<file path="config.mk">
export PLATFORM = sky130hd
export DESIGN_NAME = utx_slave
export DESIGN_NICKNAME = d
export VERILOG_FILES = /design/src/pkg/utx_pkg.sv /design/src/logic/utx_slave.sv
export SDC_FILE = /design/constraint.sdc
export NUM_CORES = 1
export LEC_CHECK = 0
export BUFFER_PORTS_ARGS = -buffer_cell sky130_fd_sc_hd__buf_2
export CORE_MARGIN = 5
export CORE_UTILIZATION = 23
export DETAILED_ROUTE_END_ITERATION = 10
export SYNTH_ARGS = -nofsm -noshare
export SYNTH_HDL_FRONTEND = slang
export SYNTH_SLANG_ARGS = --single-unit
</file>
<file path="constraint.sdc">
create_clock -name clk -period 9.3 [get_ports clk]
set_clock_uncertainty 0.15 [all_clocks]
set_input_delay 1.395 -clock clk [delete_from_list [all_inputs] [get_ports clk]]
set_output_delay 1.395 -clock clk [all_outputs]
set_load 0.01 [all_outputs]
</file>
<file path="src/pkg/utx_pkg.sv">
// constants, carriers and states for the utopia transmit slave
package utx_pkg;

  // ==========================================================
  // cell geometry
  localparam logic [5:0] CELL_LEN8  = 6'h35; // octets per cell
  localparam logic [5:0] CELL_LEN16 = 6'h1b; // words per cell
  localparam logic [2:0] NB_STEP8   = 3'h1;  // bytes per octet
  localparam logic [2:0] NB_STEP16  = 3'h2;  // bytes per word
  localparam logic [2:0] NB_FULL    = 3'h4;  // bytes per fifo word
  localparam logic [3:0] WR_LAST    = 4'hd;  // writes before eoc

  // ==========================================================
  // register map, byte addresses
  localparam logic [7:0] OFF_CFG   = 8'h00; // port address, width
  localparam logic [7:0] OFF_STAT  = 8'h04; // live status
  localparam logic [7:0] OFF_CELLS = 8'h08; // cell start count
  localparam int CFG_WIDTH_BIT     = 8;     // 16-bit select bit
  localparam logic [4:0] CFG_ADDR_RST  = 5'h00;
  localparam logic       CFG_WIDTH_RST = 1'h1;
  localparam logic [1:0] RESP_OKAY   = 2'h0;
  localparam logic [1:0] RESP_SLVERR = 2'h2;

  // ==========================================================
  // carriers
  typedef struct packed {
    logic [4:0]  addr;  // poll and select address
    logic        enb_n; // transmit enable, low active
    logic [15:0] data;  // transmit data
    logic        soc;   // start of cell
    logic        prty;  // odd parity
  } utx_pins_s;

  typedef struct packed {
    logic [31:0] data;    // packed cell word
    logic        valid;   // word strobe
    logic        soc;     // first word of cell
    logic        eoc;     // last word of cell
    logic        discard; // drop this cell
  } utx_fifo_s;

  typedef struct packed {
    logic runt;   // runt cell seen
    logic perr;   // parity error seen
    logic total;  // start of cell seen
    logic excess; // excess octets seen
  } utx_stat_s;

  typedef enum logic [1:0] {
    st_idle, // no cell open
    st_cell, // cell filling
    st_over  // cell complete
  } utx_cell_e;

  localparam utx_pins_s PINS_RST = '{
    addr: 5'h1f, enb_n: 1'h1, data: 16'h0000,
    soc: 1'h0, prty: 1'h0};

endpackage

</file>
<file path="src/logic/utx_slave.sv">
// utopia level 2 transmit slave with axi4-lite control
//
// Local design decisions: the placing of the registers and register access over AXI4-Lite.
`timescale 1ns/1ps
`default_nettype none

module utx_slave (
  // clock and reset
  input  wire logic              clk,
  input  wire logic              reset,
  // axi4-lite slave
  input  wire logic [7:0]        s_axi_awaddr,
  input  wire logic              s_axi_awvalid,
  output logic                   s_axi_awready,
  input  wire logic [31:0]       s_axi_wdata,
  input  wire logic [3:0]        s_axi_wstrb,
  input  wire logic              s_axi_wvalid,
  output logic                   s_axi_wready,
  output logic [1:0]             s_axi_bresp,
  output logic                   s_axi_bvalid,
  input  wire logic              s_axi_bready,
  input  wire logic [7:0]        s_axi_araddr,
  input  wire logic              s_axi_arvalid,
  output logic                   s_axi_arready,
  output logic [31:0]            s_axi_rdata,
  output logic [1:0]             s_axi_rresp,
  output logic                   s_axi_rvalid,
  input  wire logic              s_axi_rready,
  // utopia transmit bus
  input  wire utx_pkg::utx_pins_s txbus,
  output logic                   txclav,
  output logic                   tx_tristate_clav,
  // cell fifo
  input  wire logic              full,
  output utx_pkg::utx_fifo_s     fifo_wr,
  // statistics and status
  output utx_pkg::utx_stat_s     stat,
  output logic                   overrun
);

  // ==========================================================
  // pin synchronisers
  utx_pkg::utx_pins_s sync1_ff; // first stage, read by second
  utx_pkg::utx_pins_s sync2_ff; // usable pin image

  // two flops on every bus pin
  // asynchronous clear
  always_ff @(posedge clk or posedge reset) begin
    if (reset) begin
      sync1_ff <= utx_pkg::PINS_RST;
      sync2_ff <= utx_pkg::PINS_RST;
    end else begin
      sync1_ff <= txbus;
      sync2_ff <= sync1_ff;
    end
  end

  // ==========================================================
  // configuration registers
  logic [4:0]  cfg_addr_ff;  // own port address
  logic        cfg_width_ff; // 16-bit mode
  logic [15:0] cells_ff;     // cell start counter

  // ==========================================================
  // clav and selection
  logic sel_ff;     // port selected
  logic ok_ff;      // selected with room
  wire logic addr_hit;
  wire logic take;

  assign addr_hit = sync2_ff.addr == cfg_addr_ff;
  assign take = !sync2_ff.enb_n && sel_ff && ok_ff;

  // selection latches while enable is high
  always_ff @(posedge clk or posedge reset) begin
    if (reset) begin
      sel_ff <= 1'h0;
      ok_ff  <= 1'h0;
    end else if (sync2_ff.enb_n) begin
      sel_ff <= addr_hit;
      ok_ff  <= addr_hit && !full;
    end
  end

  // clav, tristate and overrun flags
  always_ff @(posedge clk or posedge reset) begin
    if (reset) begin
      txclav           <= 1'h0;
      tx_tristate_clav <= 1'h1;
      overrun          <= 1'h0;
    end else begin
      txclav           <= addr_hit && !full;
      tx_tristate_clav <= !addr_hit;
      overrun          <= !sync2_ff.enb_n && sel_ff && full;
    end
  end

  // ==========================================================
  // cell receiver
  utx_pkg::utx_cell_e state_ff; // cell progress
  logic [31:0] pack_ff;  // bytes gathered so far
  logic [2:0]  nb_ff;    // bytes held in pack_ff
  logic [5:0]  cnt_ff;   // bus words in cell
  logic        first_ff; // first write still due
  logic        perr_ff;  // parity error in cell
  logic        exc_ff;   // excess already counted

  // left-justify a partial word, zero padding
  function automatic logic [31:0] pad(
    input logic [31:0] p,
    input logic [2:0]  nb
  );
    logic [2:0] sh;
    sh = utx_pkg::NB_FULL - nb;
    if (nb == 3'h0) begin
      pad = 32'h0000_0000;
    end else begin
      pad = p << {sh[1:0], 3'h0};
    end
  endfunction

  wire logic        w16;      // 16-bit mode
  wire logic [5:0]  len;      // words per cell
  wire logic        par_ok;   // odd parity holds
  wire logic        soc_w;    // start word taken
  wire logic        data_w;   // body word taken
  wire logic        runt_det; // new cell cut old one
  wire logic        excess_w; // word beyond cell
  wire logic        in_w;     // word enters packer
  wire logic        par_bad;  // bad word in a cell
  wire logic [31:0] base_pack;
  wire logic [2:0]  base_nb;
  wire logic [5:0]  base_cnt;
  wire logic [31:0] new_pack;
  wire logic [2:0]  new_nb;
  wire logic [5:0]  new_cnt;
  wire logic        done;     // cell complete
  wire logic        wr_word;  // packed word ready

  assign w16 = cfg_width_ff;
  assign len = w16 ? utx_pkg::CELL_LEN16 : utx_pkg::CELL_LEN8;
  assign par_ok = w16 ? ^{sync2_ff.data, sync2_ff.prty}
                      : ^{sync2_ff.data[7:0], sync2_ff.prty};
  assign soc_w    = take && sync2_ff.soc;
  assign data_w   = take && !sync2_ff.soc;
  assign runt_det = soc_w && state_ff == utx_pkg::st_cell;
  assign excess_w = data_w && state_ff != utx_pkg::st_cell;
  assign in_w     = soc_w || (data_w && state_ff == utx_pkg::st_cell);
  assign par_bad  = in_w && !par_ok;

  assign base_pack = soc_w ? 32'h0000_0000 : pack_ff;
  assign base_nb   = soc_w ? 3'h0 : nb_ff;
  assign base_cnt  = soc_w ? 6'h00 : cnt_ff;
  assign new_pack = w16 ? {base_pack[15:0], sync2_ff.data}
                        : {base_pack[23:0], sync2_ff.data[7:0]};
  assign new_nb   = base_nb + (w16 ? utx_pkg::NB_STEP16
                                   : utx_pkg::NB_STEP8);
  assign new_cnt  = base_cnt + 6'h01;
  assign done     = in_w && new_cnt == len;
  assign wr_word  = in_w && (new_nb == utx_pkg::NB_FULL || done);

  // next values of the cell state
  utx_pkg::utx_cell_e nxt_state;
  assign nxt_state = soc_w ? utx_pkg::st_cell :
                     done  ? utx_pkg::st_over : state_ff;

  // cell progress registers
  always_ff @(posedge clk or posedge reset) begin
    if (reset) begin
      state_ff <= utx_pkg::st_idle;
      pack_ff  <= 32'h0000_0000;
      nb_ff    <= 3'h0;
      cnt_ff   <= 6'h00;
    end else begin
      state_ff <= nxt_state;
      if (in_w) begin
        cnt_ff  <= new_cnt;
        nb_ff   <= wr_word ? 3'h0 : new_nb;
        pack_ff <= wr_word ? 32'h0000_0000 : new_pack;
      end
    end
  end

  // per-cell flags
  always_ff @(posedge clk or posedge reset) begin
    if (reset) begin
      first_ff <= 1'h0;
      perr_ff  <= 1'h0;
      exc_ff   <= 1'h0;
    end else begin
      first_ff <= soc_w ? !wr_word : (first_ff && !wr_word);
      perr_ff  <= soc_w ? par_bad : (perr_ff || par_bad);
      exc_ff   <= soc_w ? 1'h0 : (exc_ff || excess_w);
    end
  end

  // ==========================================================
  // fifo side and statistics
  utx_pkg::utx_fifo_s nxt_fifo;
  utx_pkg::utx_stat_s nxt_stat;
  wire logic perr_base;
  assign perr_base = soc_w ? 1'h0 : perr_ff;

  // runt flush takes the old partial word
  always_comb begin
    nxt_fifo = '0;
    nxt_fifo.valid = runt_det || wr_word;
    nxt_fifo.data  = runt_det ? pad(pack_ff, nb_ff)
                              : pad(new_pack, new_nb);
    nxt_fifo.soc = runt_det ? first_ff
                            : wr_word && (soc_w || first_ff);
    nxt_fifo.eoc = runt_det || done;
    nxt_fifo.discard = runt_det ||
                       (done && (perr_base || par_bad));
  end

  // statistics pulses
  always_comb begin
    nxt_stat.runt   = runt_det;
    nxt_stat.perr   = par_bad;
    nxt_stat.total  = soc_w;
    nxt_stat.excess = excess_w && !exc_ff;
  end

  always_ff @(posedge clk or posedge reset) begin
    if (reset) begin
      fifo_wr  <= '0;
      stat     <= '0;
      cells_ff <= 16'h0000;
    end else begin
      fifo_wr  <= nxt_fifo;
      stat     <= nxt_stat;
      cells_ff <= cells_ff + {15'h0000, soc_w};
    end
  end

  // ==========================================================
  // axi4-lite write channel
  logic       aw_hold_ff; // address held
  logic       w_hold_ff;  // data held
  logic [7:0] awaddr_ff;
  logic [31:0] wdata_ff;
  logic [3:0] wstrb_ff;
  wire logic aw_hs;
  wire logic w_hs;
  wire logic nxt_aw_hold;
  wire logic nxt_w_hold;
  wire logic do_wr;
  wire logic wr_cfg;

  assign aw_hs  = s_axi_awvalid && s_axi_awready;
  assign w_hs   = s_axi_wvalid && s_axi_wready;
  assign do_wr  = aw_hold_ff && w_hold_ff;
  assign wr_cfg = do_wr && awaddr_ff == utx_pkg::OFF_CFG;
  assign nxt_aw_hold = !do_wr && (aw_hold_ff || aw_hs);
  assign nxt_w_hold  = !do_wr && (w_hold_ff || w_hs);

  // take address and data in either order
  always_ff @(posedge clk or posedge reset) begin
    if (reset) begin
      aw_hold_ff    <= 1'h0;
      w_hold_ff     <= 1'h0;
      awaddr_ff     <= 8'h00;
      wdata_ff      <= 32'h0000_0000;
      wstrb_ff      <= 4'h0;
      s_axi_awready <= 1'h1;
      s_axi_wready  <= 1'h1;
    end else begin
      aw_hold_ff    <= nxt_aw_hold;
      w_hold_ff     <= nxt_w_hold;
      if (aw_hs) begin
        awaddr_ff <= s_axi_awaddr;
      end
      if (w_hs) begin
        wdata_ff <= s_axi_wdata;
        wstrb_ff <= s_axi_wstrb;
      end
      s_axi_awready <= !nxt_aw_hold && !(do_wr || s_axi_bvalid)
                       || (s_axi_bvalid && s_axi_bready);
      s_axi_wready  <= !nxt_w_hold && !(do_wr || s_axi_bvalid)
                       || (s_axi_bvalid && s_axi_bready);
    end
  end

  // response and config update
  always_ff @(posedge clk or posedge reset) begin
    if (reset) begin
      s_axi_bvalid <= 1'h0;
      s_axi_bresp  <= utx_pkg::RESP_OKAY;
      cfg_addr_ff  <= utx_pkg::CFG_ADDR_RST;
      cfg_width_ff <= utx_pkg::CFG_WIDTH_RST;
    end else begin
      if (do_wr) begin
        s_axi_bvalid <= 1'h1;
        s_axi_bresp  <= wr_cfg ? utx_pkg::RESP_OKAY
                               : utx_pkg::RESP_SLVERR;
      end else if (s_axi_bready) begin
        s_axi_bvalid <= 1'h0;
      end
      if (wr_cfg && wstrb_ff[0]) begin
        cfg_addr_ff <= wdata_ff[4:0];
      end
      if (wr_cfg && wstrb_ff[1]) begin
        cfg_width_ff <= wdata_ff[utx_pkg::CFG_WIDTH_BIT];
      end
    end
  end

  // ==========================================================
  // axi4-lite read channel
  wire logic        ar_hs;
  wire logic [31:0] rd_mux;
  wire logic        rd_hit;
  assign ar_hs  = s_axi_arvalid && s_axi_arready;
  assign rd_hit = s_axi_araddr == utx_pkg::OFF_CFG  ||
                  s_axi_araddr == utx_pkg::OFF_STAT ||
                  s_axi_araddr == utx_pkg::OFF_CELLS;
  // register read select
  assign rd_mux =
    (s_axi_araddr == utx_pkg::OFF_CFG)
      ? {23'h0, cfg_width_ff, 3'h0, cfg_addr_ff} :
    (s_axi_araddr == utx_pkg::OFF_STAT)
      ? {28'h0, state_ff != utx_pkg::st_idle, sel_ff,
         overrun, full} :
    (s_axi_araddr == utx_pkg::OFF_CELLS)
      ? {16'h0000, cells_ff} : 32'h0000_0000;

  // one read answered per address beat
  always_ff @(posedge clk or posedge reset) begin
    if (reset) begin
      s_axi_arready <= 1'h1;
      s_axi_rvalid  <= 1'h0;
      s_axi_rdata   <= 32'h0000_0000;
      s_axi_rresp   <= utx_pkg::RESP_OKAY;
    end else if (ar_hs) begin
      s_axi_arready <= 1'h0;
      s_axi_rvalid  <= 1'h1;
      s_axi_rdata   <= rd_mux;
      s_axi_rresp   <= rd_hit ? utx_pkg::RESP_OKAY
                              : utx_pkg::RESP_SLVERR;
    end else if (s_axi_rvalid && s_axi_rready) begin
      s_axi_arready <= 1'h1;
      s_axi_rvalid  <= 1'h0;
    end
  end

  // ==========================================================
  // checks
  logic [3:0] wcnt_ff; // writes since first word
  always_ff @(posedge clk or posedge reset) begin
    if (reset) begin
      wcnt_ff <= 4'h0;
    end else if (fifo_wr.valid) begin
      wcnt_ff <= fifo_wr.eoc ? 4'h0 : wcnt_ff + 4'h1;
    end
  end
endmodule

`default_nettype wire

</file>
-- Word-level counts from Yosys, hierarchy flattened
Index checks and enable logic that the tools add are counted.
- output and inout port bits: 84
- logic and storage cells: 157
- bits in latches: 0
- flip-flop bits (word level): 223
- bits in read-only memories: 0
- memories kept: 0
- RAM bits: 0
- input bits: 84
- $lt $le $gt $ge: 0
- shifts and indexed selects: 2
- multipliers: 0
- eq/ne operators: 7
- reductions and logical operators: 66
- add/sub/neg operators: 5
- bitwise gates (word level): 0
- mux-type cells: 30
- div/mod/pow operators: 0
- operator list (cell ; count):
    two-way mux 32 bit ; 5
    left shift 32 x 5 -> 32 bit ; 2
    two-way mux 16 bit ; 3
    logical AND 1 bit ; 29
    two-way mux 24 bit ; 1
    XOR reduction 17 bit ; 1
    adder 16 x 1 -> 16 bit ; 1
    zero test 8 bit ; 2
    logical OR 1 bit ; 16
    two-way mux 1 bit ; 12
    two-way mux 6 bit ; 2
    zero test 1 bit ; 11
    two-way mux 2 bit ; 5
    XOR reduction 9 bit ; 1
    equality test 8 x 3 -> 1 bit, second input constant ; 1
    equality test 8 x 4 -> 1 bit, second input constant ; 1
    nonzero test 2 bit ; 4
    adder 6 x 1 -> 6 bit, second input constant ; 1
    equality test 6 bit ; 1
    zero test 3 bit ; 2
    two-way mux 3 bit ; 2
    equality test 5 bit ; 1
    subtractor 1 x 2 -> 2 bit, first input constant ; 2
    adder 3 x 2 -> 3 bit ; 1
    3 further kinds ; 3

-- Longest topological paths before layout
Gate-level depths: netlist (run 1).
- depth after elaboration: 13
- mapped depth: 14
- mapped depth without buffers: 11

-- Worst setup path after synthesis (run 1)
Ideal clock, no wire load.
- path kind: register to register
- start: register sync2_ff[18] in the netlist's numbering
- end: register fifo_wr[26] in the netlist's numbering
- library setup time: 0.138 ns
- period minus slack after synthesis: 3.514 ns
- buffers on the path: 4
- cell stages (with the launch flop): 15
- required time: 9.012 ns
- arrival time: 3.226 ns
- setup slack: 5.786 ns
- cells stage by stage: dfstp_2 > nand4b_2 > inv_2 > clkbuf_1 > nor2_1 > ha_1 > inv_2 > buf_1 > ha_1 > buf_2 > buf_1 > mux2i_1 > nor2_1 > a21oi_1 > o22ai_1
- RTL lines (item ; RTL line ; RTL):
    from (decl) ; utx_slave.sv:44 ; utx_pkg::utx_pins_s sync2_ff;
    from (signal assigned) ; utx_slave.sv:51 ; sync2_ff <= utx_pkg::PINS_RST;
    from (signal assigned) ; utx_slave.sv:54 ; sync2_ff <= sync1_ff;
    to (signal assigned) ; utx_slave.sv:231 ; fifo_wr <= nxt_fifo;
    to (decl) ; utx_slave.sv:35 ; output utx_pkg::utx_fifo_s fifo_wr,

==> flow_metrics.py, run 1 <==
metrics = {
    "clocking": {
        "cts_max_path_buffers": 3,
        "htree_levels": 1,
        "clock-root-buffer": "clkbuf_16",
        "cts_resized": 0,
        "clkLatencyLatePin_ns": 0.52,
        "clock_sinks": 202,
        "cts_setup_buffers": 0,
        "cts_tree": "built",
        "path_clk_slew_ns": 0.06,
        "hold_buffers": 0,
        "cts_buffers": 23,
    },
    "synth": {
        "synthAdderAreaFrac": 0.0108,
        "synth_mux_area_frac": 0.121,
        "yosys_warnings": 0,
        "post-synth-top-area-fraction": 0.525,
        "synth_top_flop_cell": "dfrtp_1",
        "avgSynthCellArea_um2": 11.9,
        "yosys.area_share.simple": 0.0845,
        "ys_ff_latch": 202,
        "syn-cell-area_um2": 8820,
        "syn_inst": 744,
        "netlist_top_cells_area": "dfrtp_1 52%, mux2i_1 7.3%, a22o_1 6.0%",
        "synthXorXnorAreaFrac": 0.0393,
        "async_flop_share": 1.00,
        "yosysTopAreaCell": "dfrtp_1",
        "synth_cell_types": 51,
        "synth_edf_count": 0,
        "yosysSeqAreaShare": 0.575,
        "synth_top_family_by_area": "compound AO/OA/AOI/OAI gates",
        "synth_compound_area_frac": 0.126,
    },
    "min_path": {
        "hp-start": "sync1_ff[7]",
        "hold_depth": 0,
        "holdCritPathClass": "reg2reg",
    },
    "sta": {
        "setup_viol": 0,
        "worst_pin_slew_ns": 1.02,
        "fin_crit_ns": 4.86,
        "fin_tns_setup_ns": 0,
        "rsz0062_at_grt": "false",
        "slew_violations": 0,
        "holdWs_ns": 0.197,
        "fmax_mhz": 206,
        "finalWorstSetupSlack_ns": 4.44,
        "final.period_utilization": 0.523,
        "maxSlewHeadroom": 0.316,
        "hold_viol_final": 0,
    },
    "grt": {
        "grt-ovfl-total": 0,
        "antenna_found_initial": 4,
        "grt_max_degree": 128,
        "grt.total_usage": 0.100,
        "grt_pass1_vias": 6006,
        "grt_pass1_wl_um": 34400,
    },
    "die": {
        "ios": 168,
        "rows": 71,
        "start_util": 0.234,
        "fp.dieW_um": 206,
        "die_area_um2": 42400,
        "coreArea_um2": 37800,
        "die_height_um": 206,
    },
    "power_and_ir_drop": {
        "finalPower_mw": 2.25,
        "power_leakage_nw": 4.89,
        "vdd_drop_max_mv": 0.159,
        "power_density_nw_per_um2": 211,
    },
    "placement": {
        "dp_cells": 1345,
        "gp_congestion": 0.786,
        "hpwl_um": 14800,
        "placed_area_um2": 9860,
        "place.port_buffers": 121,
        "pre_cts_ws_ns": 4.45,
    },
    "critical_path": {
        "cp.arrival_ns": 5.15,
        "worstPathMaxFanout": 39,
        "crit_chain": "inv_1 -> ha_1 -> inv_2 -> ha_1 -> nor2_1 -> nand2_1 -> nor2_1 -> a22o_1",
        "worst_setup_path_start_kind": "flop",
        "path_class": "reg2reg",
        "worst_path_max_delay_cell": "dfstp_2",
        "cp_data_required_time_ns": 9.59,
        "rr_worst_depth": 8,
        "r2r-start": "cfg_width_ff",
        "startpoint": "cfg_width_ff",
        "critical_path.endpoint_type": "flop",
        "worst_path_largest_cell_delay_ns": 1.17,
    },
    "outcome": {
        "status": "complete, no violations",
    },
    "detailed_routing": {
        "wl_per_cell_um": 15.8,
        "via_per_inst": 4.35,
        "dr.pass1.iters": 5,
        "remaining_drc_errors": 0,
        "wl_met2_um": 9860,
        "met3_length_um": 1300,
        "wl_met1_um": 10300,
        "wl_um": 21900,
        "vias": 6032,
        "drt-initial-drc-count": 350,
        "antenna_left": 0,
        "topRoutingLayerUsed": "met5",
    },
    "cells_and_area": {
        "layout-drive-gt1-share": 0.264,
        "diodes": 0,
        "layout.nets": 950,
        "final_util": 0.283,
        "syn2layout_area_growth_pct": 21.0,
        "design_area_um2": 10700,
        "nFillCells": 3908,
        "fin_cells": 1386,
    },
    "flow_run": {
        "drv_cap": 0,
    },
}
## worst max-delay path: cells and delay by family, from the launching register on
family                   cells  cell delay, ns
adder cells (fa/ha/maj)      2            1.41
flip-flops                   1            1.17
AND/OR/NAND/NOR              3            1.10
buffers and inverters        2            0.64
AO/OA/AOI/OAI                1            0.30
## final cells by class
| cell class | count | area (um^2) | area share |
|---|---|---|---|
| tap | 511 | 639 | 0.0599 |
| inverter | 17 | 71.3 | 0.00668 |
| sequential | 202 | 5080 | 0.476 |
| clock buffer | 26 | 597 | 0.0559 |
| multi-input combinational | 490 | 3440 | 0.322 |
| timing repair buffer | 125 | 636 | 0.0596 |
| clock inverter | 15 | 215 | 0.0202 |
## path summary, 6_finish.rpt
path,end,slack [ns]
max reg2reg,fifo_wr[9],4.44
max in group asynchronous,cells_ff[2],6.53
min,sync2_ff[7],0.20
min in group asynchronous,sync1_ff[13],0.87
min reg2reg,sync2_ff[7],0.20
max,fifo_wr[9],4.44
## Yosys cell counts, types with 20 or more instances
cell,n
xnor2_1,29
mux2i_1,64
o22ai_1,25
a22o_1,60
nand2_1,63
mux2_2,38
nor2_1,59
o21ai_0,34
buf_4,20
dfrtp_1,185
a21oi_1,25
## routing by layer
layer | global-route usage | vias up
li1 | - | 2834
met1 | 0.143 | 2992
met2 | 0.153 | 162
met3 | 0.0239 | 36
met4 | 0.0278 | 8
met5 | 0 | -
## cell usage in the layout, fill, tap and decap left out, types with 25 or more instances in the layout
cell type,instances
a21oi_1,25
a22o_1,60
buf_2,121
dfrtp_1,185
mux2_2,38
mux2i_1,64
nand2_1,63
nor2_1,59
o21ai_0,34
o22ai_1,25
xnor2_1,29
## state kept, by name, indices dropped and copies added, names as in the netlist, 2 cells and up
signal and flops:
wdata_ff 6, fifo_wr 36, pack_ff 32, sync1_ff 24, stat 4, cnt_ff 6, state_ff 2, cells_ff 16
cfg_addr_ff 5, sync2_ff 24, awaddr_ff 8, nb_ff 3, wstrb_ff 2, s_axi_rdata 16
## power breakdown
group          internal [mW]  switching (mW)
combinational          0.122           0.140
sequential             0.967          0.0544
clock                  0.602           0.368
## cell families (layout without fill, tap and decap cells)
| logic type | Yosys count | count (layout) |
|---|---|---|
| buf+inv | 69 | 183 |
| fa+ha+maj | 7 | 7 |
| other cells | 1 | 18 |
| flops | 202 | 202 |
| simple gates | 168 | 168 |
| mux | 102 | 102 |
| compound gates | 157 | 157 |
| xor+xnor | 38 | 38 |
(Power assumes the default switching activity.)
==> inputs of run 2 (changes only) <==
- clock period: 9.3 -> 4.2 ns (I/O delays scaled with it)
==> flow_metrics.py, run 2 (synthesis results as in run 1) <==
metrics = {
    "detailed_routing": {
        "drt-initial-drc-count": 287,
        "remaining_drc_errors": 0,
        "vias": 5979,
        "antenna_left": 0,
        "via_per_inst": 4.28,
        "dr.pass1.iters": 4,
        "wl_per_cell_um": 15.9,
        "wl_um": 22200,
    },
    "cells_and_area": {
        "top_register": "fifo_wr",
        "largest_reg_flops": 36,
        "diodes": 0,
        "layout.nets": 960,
        "final_cell_mix": "185 x dfrtp_1, 121 x buf_2, 64 x mux2i_1",
        "layout-drive-gt1-share": 0.272,
        "final_util": 0.286,
        "syn2layout_area_growth_pct": 22.4,
        "final_common_cell": "dfrtp_1",
        "fin_cells": 1397,
        "top_regs": "fifo_wr x36, pack_ff x32",
        "design_area_um2": 10800,
    },
    "die": {
        "die_area_um2": 42400,
        "start_util": 0.234,
        "coreArea_um2": 37800,
        "rows": 71,
        "die_height_um": 206,
        "ios": 168,
        "fp.dieW_um": 206,
    },
    "sta": {
        "fin_tns_setup_ns": 0,
        "fin_crit_ns": 3.50,
        "hold_viol_final": 0,
        "final.period_utilization": 0.833,
        "fmax_mhz": 286,
        "maxSlewHeadroom": 0.315,
        "finalWorstSetupSlack_ns": 0.701,
        "setup_viol": 0,
        "slew_violations": 0,
        "worst_pin_slew_ns": 1.02,
        "holdWs_ns": 0.0639,
        "rsz0062_at_grt": "false",
    },
    "clocking": {
        "clkLatencyLatePin_ns": 0.52,
        "path_clk_slew_ns": 0.06,
        "clock_sinks": 202,
        "cts_max_path_buffers": 3,
        "htree_levels": 1,
        "cts_resized": 0,
        "cts_tree": "built",
        "clock-root-buffer": "clkbuf_16",
        "cts_buffers": 24,
        "cts_setup_buffers": 0,
        "hold_buffers": 0,
    },
    "outcome": {
        "status": "complete, no violations",
    },
    "min_path": {
        "holdCritPathClass": "in2reg",
    },
    "critical_path": {
        "cp_data_required_time_ns": 4.50,
        "worst_setup_path_start_kind": "flop",
        "worstPathMaxFanout": 34,
        "path_class": "reg2reg",
        "crit_chain": "nand4b_2 -> buf_4 -> nand2_1 -> fa_1 -> nor3b_1 -> or3b_1 -> nand2_1 -> a21oi_4 -> a22o_1",
        "worst_path_largest_cell_delay_ns": 0.81,
        "critical_path.endpoint_type": "flop",
        "crit_top_cell": "nand2_1",
        "worst_path_max_delay_cell": "a21oi_4",
        "cp.arrival_ns": 3.80,
    },
    "grt": {
        "grt.total_usage": 0.103,
        "grt_pass1_wl_um": 34900,
        "grt_max_degree": 98,
        "antenna_found_initial": 4,
        "grt-ovfl-total": 0,
        "grt_pass1_vias": 6048,
    },
    "placement": {
        "placed_area_um2": 9950,
        "pre_cts_ws_ns": 0.715,
        "hpwl_um": 15100,
        "dp_cells": 1354,
        "place.port_buffers": 121,
        "gp_congestion": 0.774,
    },
    "flow_run": {
        "drv_cap": 0,
    },
    "power_and_ir_drop": {
        "power_leakage_nw": 4.96,
        "finalPower_mw": 5.06,
        "vdd_drop_max_mv": 0.313,
        "power_density_nw_per_um2": 468,
    },
}
## run 2: layout make-up
type	instances	area (um^2)
inverter	17	67.6
timing repair buffer	134	728
sequential	202	5080
clock buffer	31	678
clock inverter	12	174
fill	3936	27000
tap	511	639
multi-input combinational	490	3440
## run 2: power breakdown
group          internal (mW)  total (mW)  switching (mW)
Sequential              2.14        2.25           0.105
Combinational          0.283       0.613           0.331
Clock                   1.39        2.20           0.814
## run 2: path summary, 6_finish.rpt
| kind | cells after the start | startpoint | slack [ns] | to |
|---|---|---|---|---|
| worst min register to register | 0 | sync1_ff[12] | 0.19 | sync2_ff[12] |
| worst max-delay path | 9 | sync2_ff[18] | 0.70 | pack_ff[12] |
| worst max register to register | 9 | sync2_ff[18] | 0.70 | pack_ff[12] |
| min in group asynchronous | 2 | reset | 0.13 | s_axi_rdata[13] |
| max in group asynchronous | 3 | reset | 2.75 | awaddr_ff[4] |
| worst min-delay path | 1 | txbus[19] | 0.06 | sync1_ff[19] |
## run 2: worst max-delay path, delay by kind of cell, from the launching register on
kind	cells	cell delay [ns]
AO/OA/AOI/OAI	2	1.06
adder cells (fa/ha/maj)	1	0.47
buffers and inverters	1	0.26
flip-flops	1	0.57
AND/OR/NAND/NOR	5	0.92
## run 2: routing by layer
layer  part of all wire  global-route usage
met1               0.48               0.146
met2               0.44               0.153
met3              0.055              0.0232
met4              0.027              0.0390
met5             0.0027                   0
==> inputs of run 3 (changes only) <==
- clock period: 4.2 -> 3.2 ns (I/O delays scaled with it)
==> flow_metrics.py, run 3 (synthesis results as in run 1) <==
metrics = {
    "die": {
        "coreArea_um2": 37800,
        "ios": 168,
        "die_height_um": 206,
        "fp.dieW_um": 206,
        "start_util": 0.234,
        "die_area_um2": 42400,
        "rows": 71,
    },
    "critical_path": {
        "critical_path.endpoint_type": "flop",
        "worst_setup_path_start_kind": "flop",
        "worstPathMaxFanout": 17,
        "crit_chain": "nand4b_2 -> inv_2 -> nor2_1 -> ha_1 -> inv_1 -> fa_1 -> buf_4 -> a21boi_1 -> or3b_1 -> nand2_2 -> a21oi_4 -> buf_12 -> a22o_1",
        "path_class": "reg2reg",
        "cp_data_required_time_ns": 3.44,
        "worst-path-buf-inv": 4,
        "worst_path_largest_cell_delay_ns": 0.52,
        "cp.arrival_ns": 3.19,
        "worst_path_max_delay_cell": "dfstp_2",
        "critPathTopFamily": "simple AND/OR/NAND/NOR gates",
    },
    "sta": {
        "rsz0062_at_grt": "false",
        "finalWorstSetupSlack_ns": 0.247,
        "fmax_mhz": 339,
        "worst_pin_slew_ns": 0.730,
        "fin_crit_ns": 2.95,
        "slew_violations": 0,
        "maxSlewHeadroom": 0.513,
        "hold_viol_final": 0,
        "setup_viol": 0,
        "final.period_utilization": 0.923,
    },
    "detailed_routing": {
        "drt-initial-drc-count": 516,
        "remaining_drc_errors": 0,
        "via_per_inst": 4.26,
        "antenna_left": 0,
        "wl_um": 22400,
        "wl_per_cell_um": 15.6,
        "vias": 6128,
        "dr.pass1.iters": 4,
    },
    "clocking": {
        "clkLatencyLatePin_ns": 0.51,
        "clock-root-buffer": "clkbuf_16",
        "cts_buffers": 23,
        "clock_sinks": 202,
        "path_clk_slew_ns": 0.06,
        "cts_tree": "built",
        "cts_max_path_buffers": 3,
        "htree_levels": 1,
    },
    "grt": {
        "grt_pass1_wl_um": 35400,
        "antenna_found_initial": 0,
        "grt-ovfl-total": 0,
        "grt_pass1_vias": 6227,
        "grt.total_usage": 0.104,
        "grt_max_degree": 88,
    },
    "cells_and_area": {
        "top_register": "fifo_wr",
        "largest_reg_flops": 36,
        "top_regs": "fifo_wr x36, pack_ff x32",
        "fin_cells": 1438,
        "design_area_um2": 11200,
        "diodes": 0,
        "layout.nets": 1002,
        "final_common_cell": "dfrtp_1",
        "syn2layout_area_growth_pct": 26.7,
        "layout-drive-gt1-share": 0.277,
        "final_cell_mix": "185 x dfrtp_1, 121 x buf_2, 64 x mux2i_1",
    },
    "power_and_ir_drop": {
        "finalPower_mw": 6.54,
        "power_density_nw_per_um2": 585,
        "power_leakage_nw": 5.12,
        "vdd_drop_max_mv": 0.507,
    },
    "min_path": {
        "holdCritPathClass": "in2reg",
    },
    "placement": {
        "hpwl_um": 15400,
        "place.port_buffers": 121,
        "pre_cts_ws_ns": -0.0300,
        "placed_area_um2": 10100,
        "dp_cells": 1368,
        "gp_congestion": 0.797,
    },
    "outcome": {
        "status": "complete, no violations",
    },
    "flow_run": {
        "drv_cap": 0,
    },
}
-- run 3: layout make-up --
type                    instances  area (um^2)
flip-flops and latches        202         5080
fillers                      3904        26600
clock inverters                13          190
multi-input cells             491         3460
repair buffers                176         1150
well taps                     511          639
clock buffers                  28          604
inverters                      17         67.6
-- run 3: layer usage --
metal | GRT usage | wire, um | up-vias
met1 | 0.148 | 10500 | 2971
met2 | 0.161 | 10100 | 174
met5 | 0 | 0 | -
met4 | 0.0307 | 505 | 0
li1 | - | - | 2949
met3 | 0.0217 | 1300 | 34
-- run 3: final timing paths --
path,to,startpoint,slack [ns],cells past startpoint
max,pack_ff[31],sync2_ff[18],0.25,13
min,s_axi_arready,s_axi_rready,0.04,3
max reg2reg,pack_ff[31],sync2_ff[18],0.25,13
min reg2reg,sync2_ff[7],sync1_ff[7],0.19,0
max in group asynchronous,fifo_wr[5],reset,1.52,4
min in group asynchronous,s_axi_rdata[14],reset,0.50,3
-- run 3: repair_timing --
action / 4_1_cts / 5_1_grt
setup buffers: 0 / 2
hold endpoints to repair: 48 / 0
resized for setup: 1 / 1
hold buffers: 26 / 0
endpoints found under the setup margin: 34 / 34
cloned: 1 / 0
-- run 3: through the flow --
stage | hold slack, ns | utilization | TNS [ns]
global placement | 0.186 | 0.267 | 0
detailed placement | 0.185 | 0.267 | -0.527
global route | 0.0351 | 0.296 | 0
finish | 0.0410 | 0.296 | 0
floorplan | 0.181 | - | -6.00
CTS | 0.0157 | 0.295 | 0
-- run 3: power breakdown --
part	switching, mW	leakage (nW)	internal, mW
clock network	1.07	0.375	1.68
logic	0.434	2.13	0.410
registers	0.143	2.61	2.81
-- run 3: tightest hold or removal path: stages --
cell and delay [ns]:
buf_2 0.10, nand2_1 0.05, mux2i_1 0.06
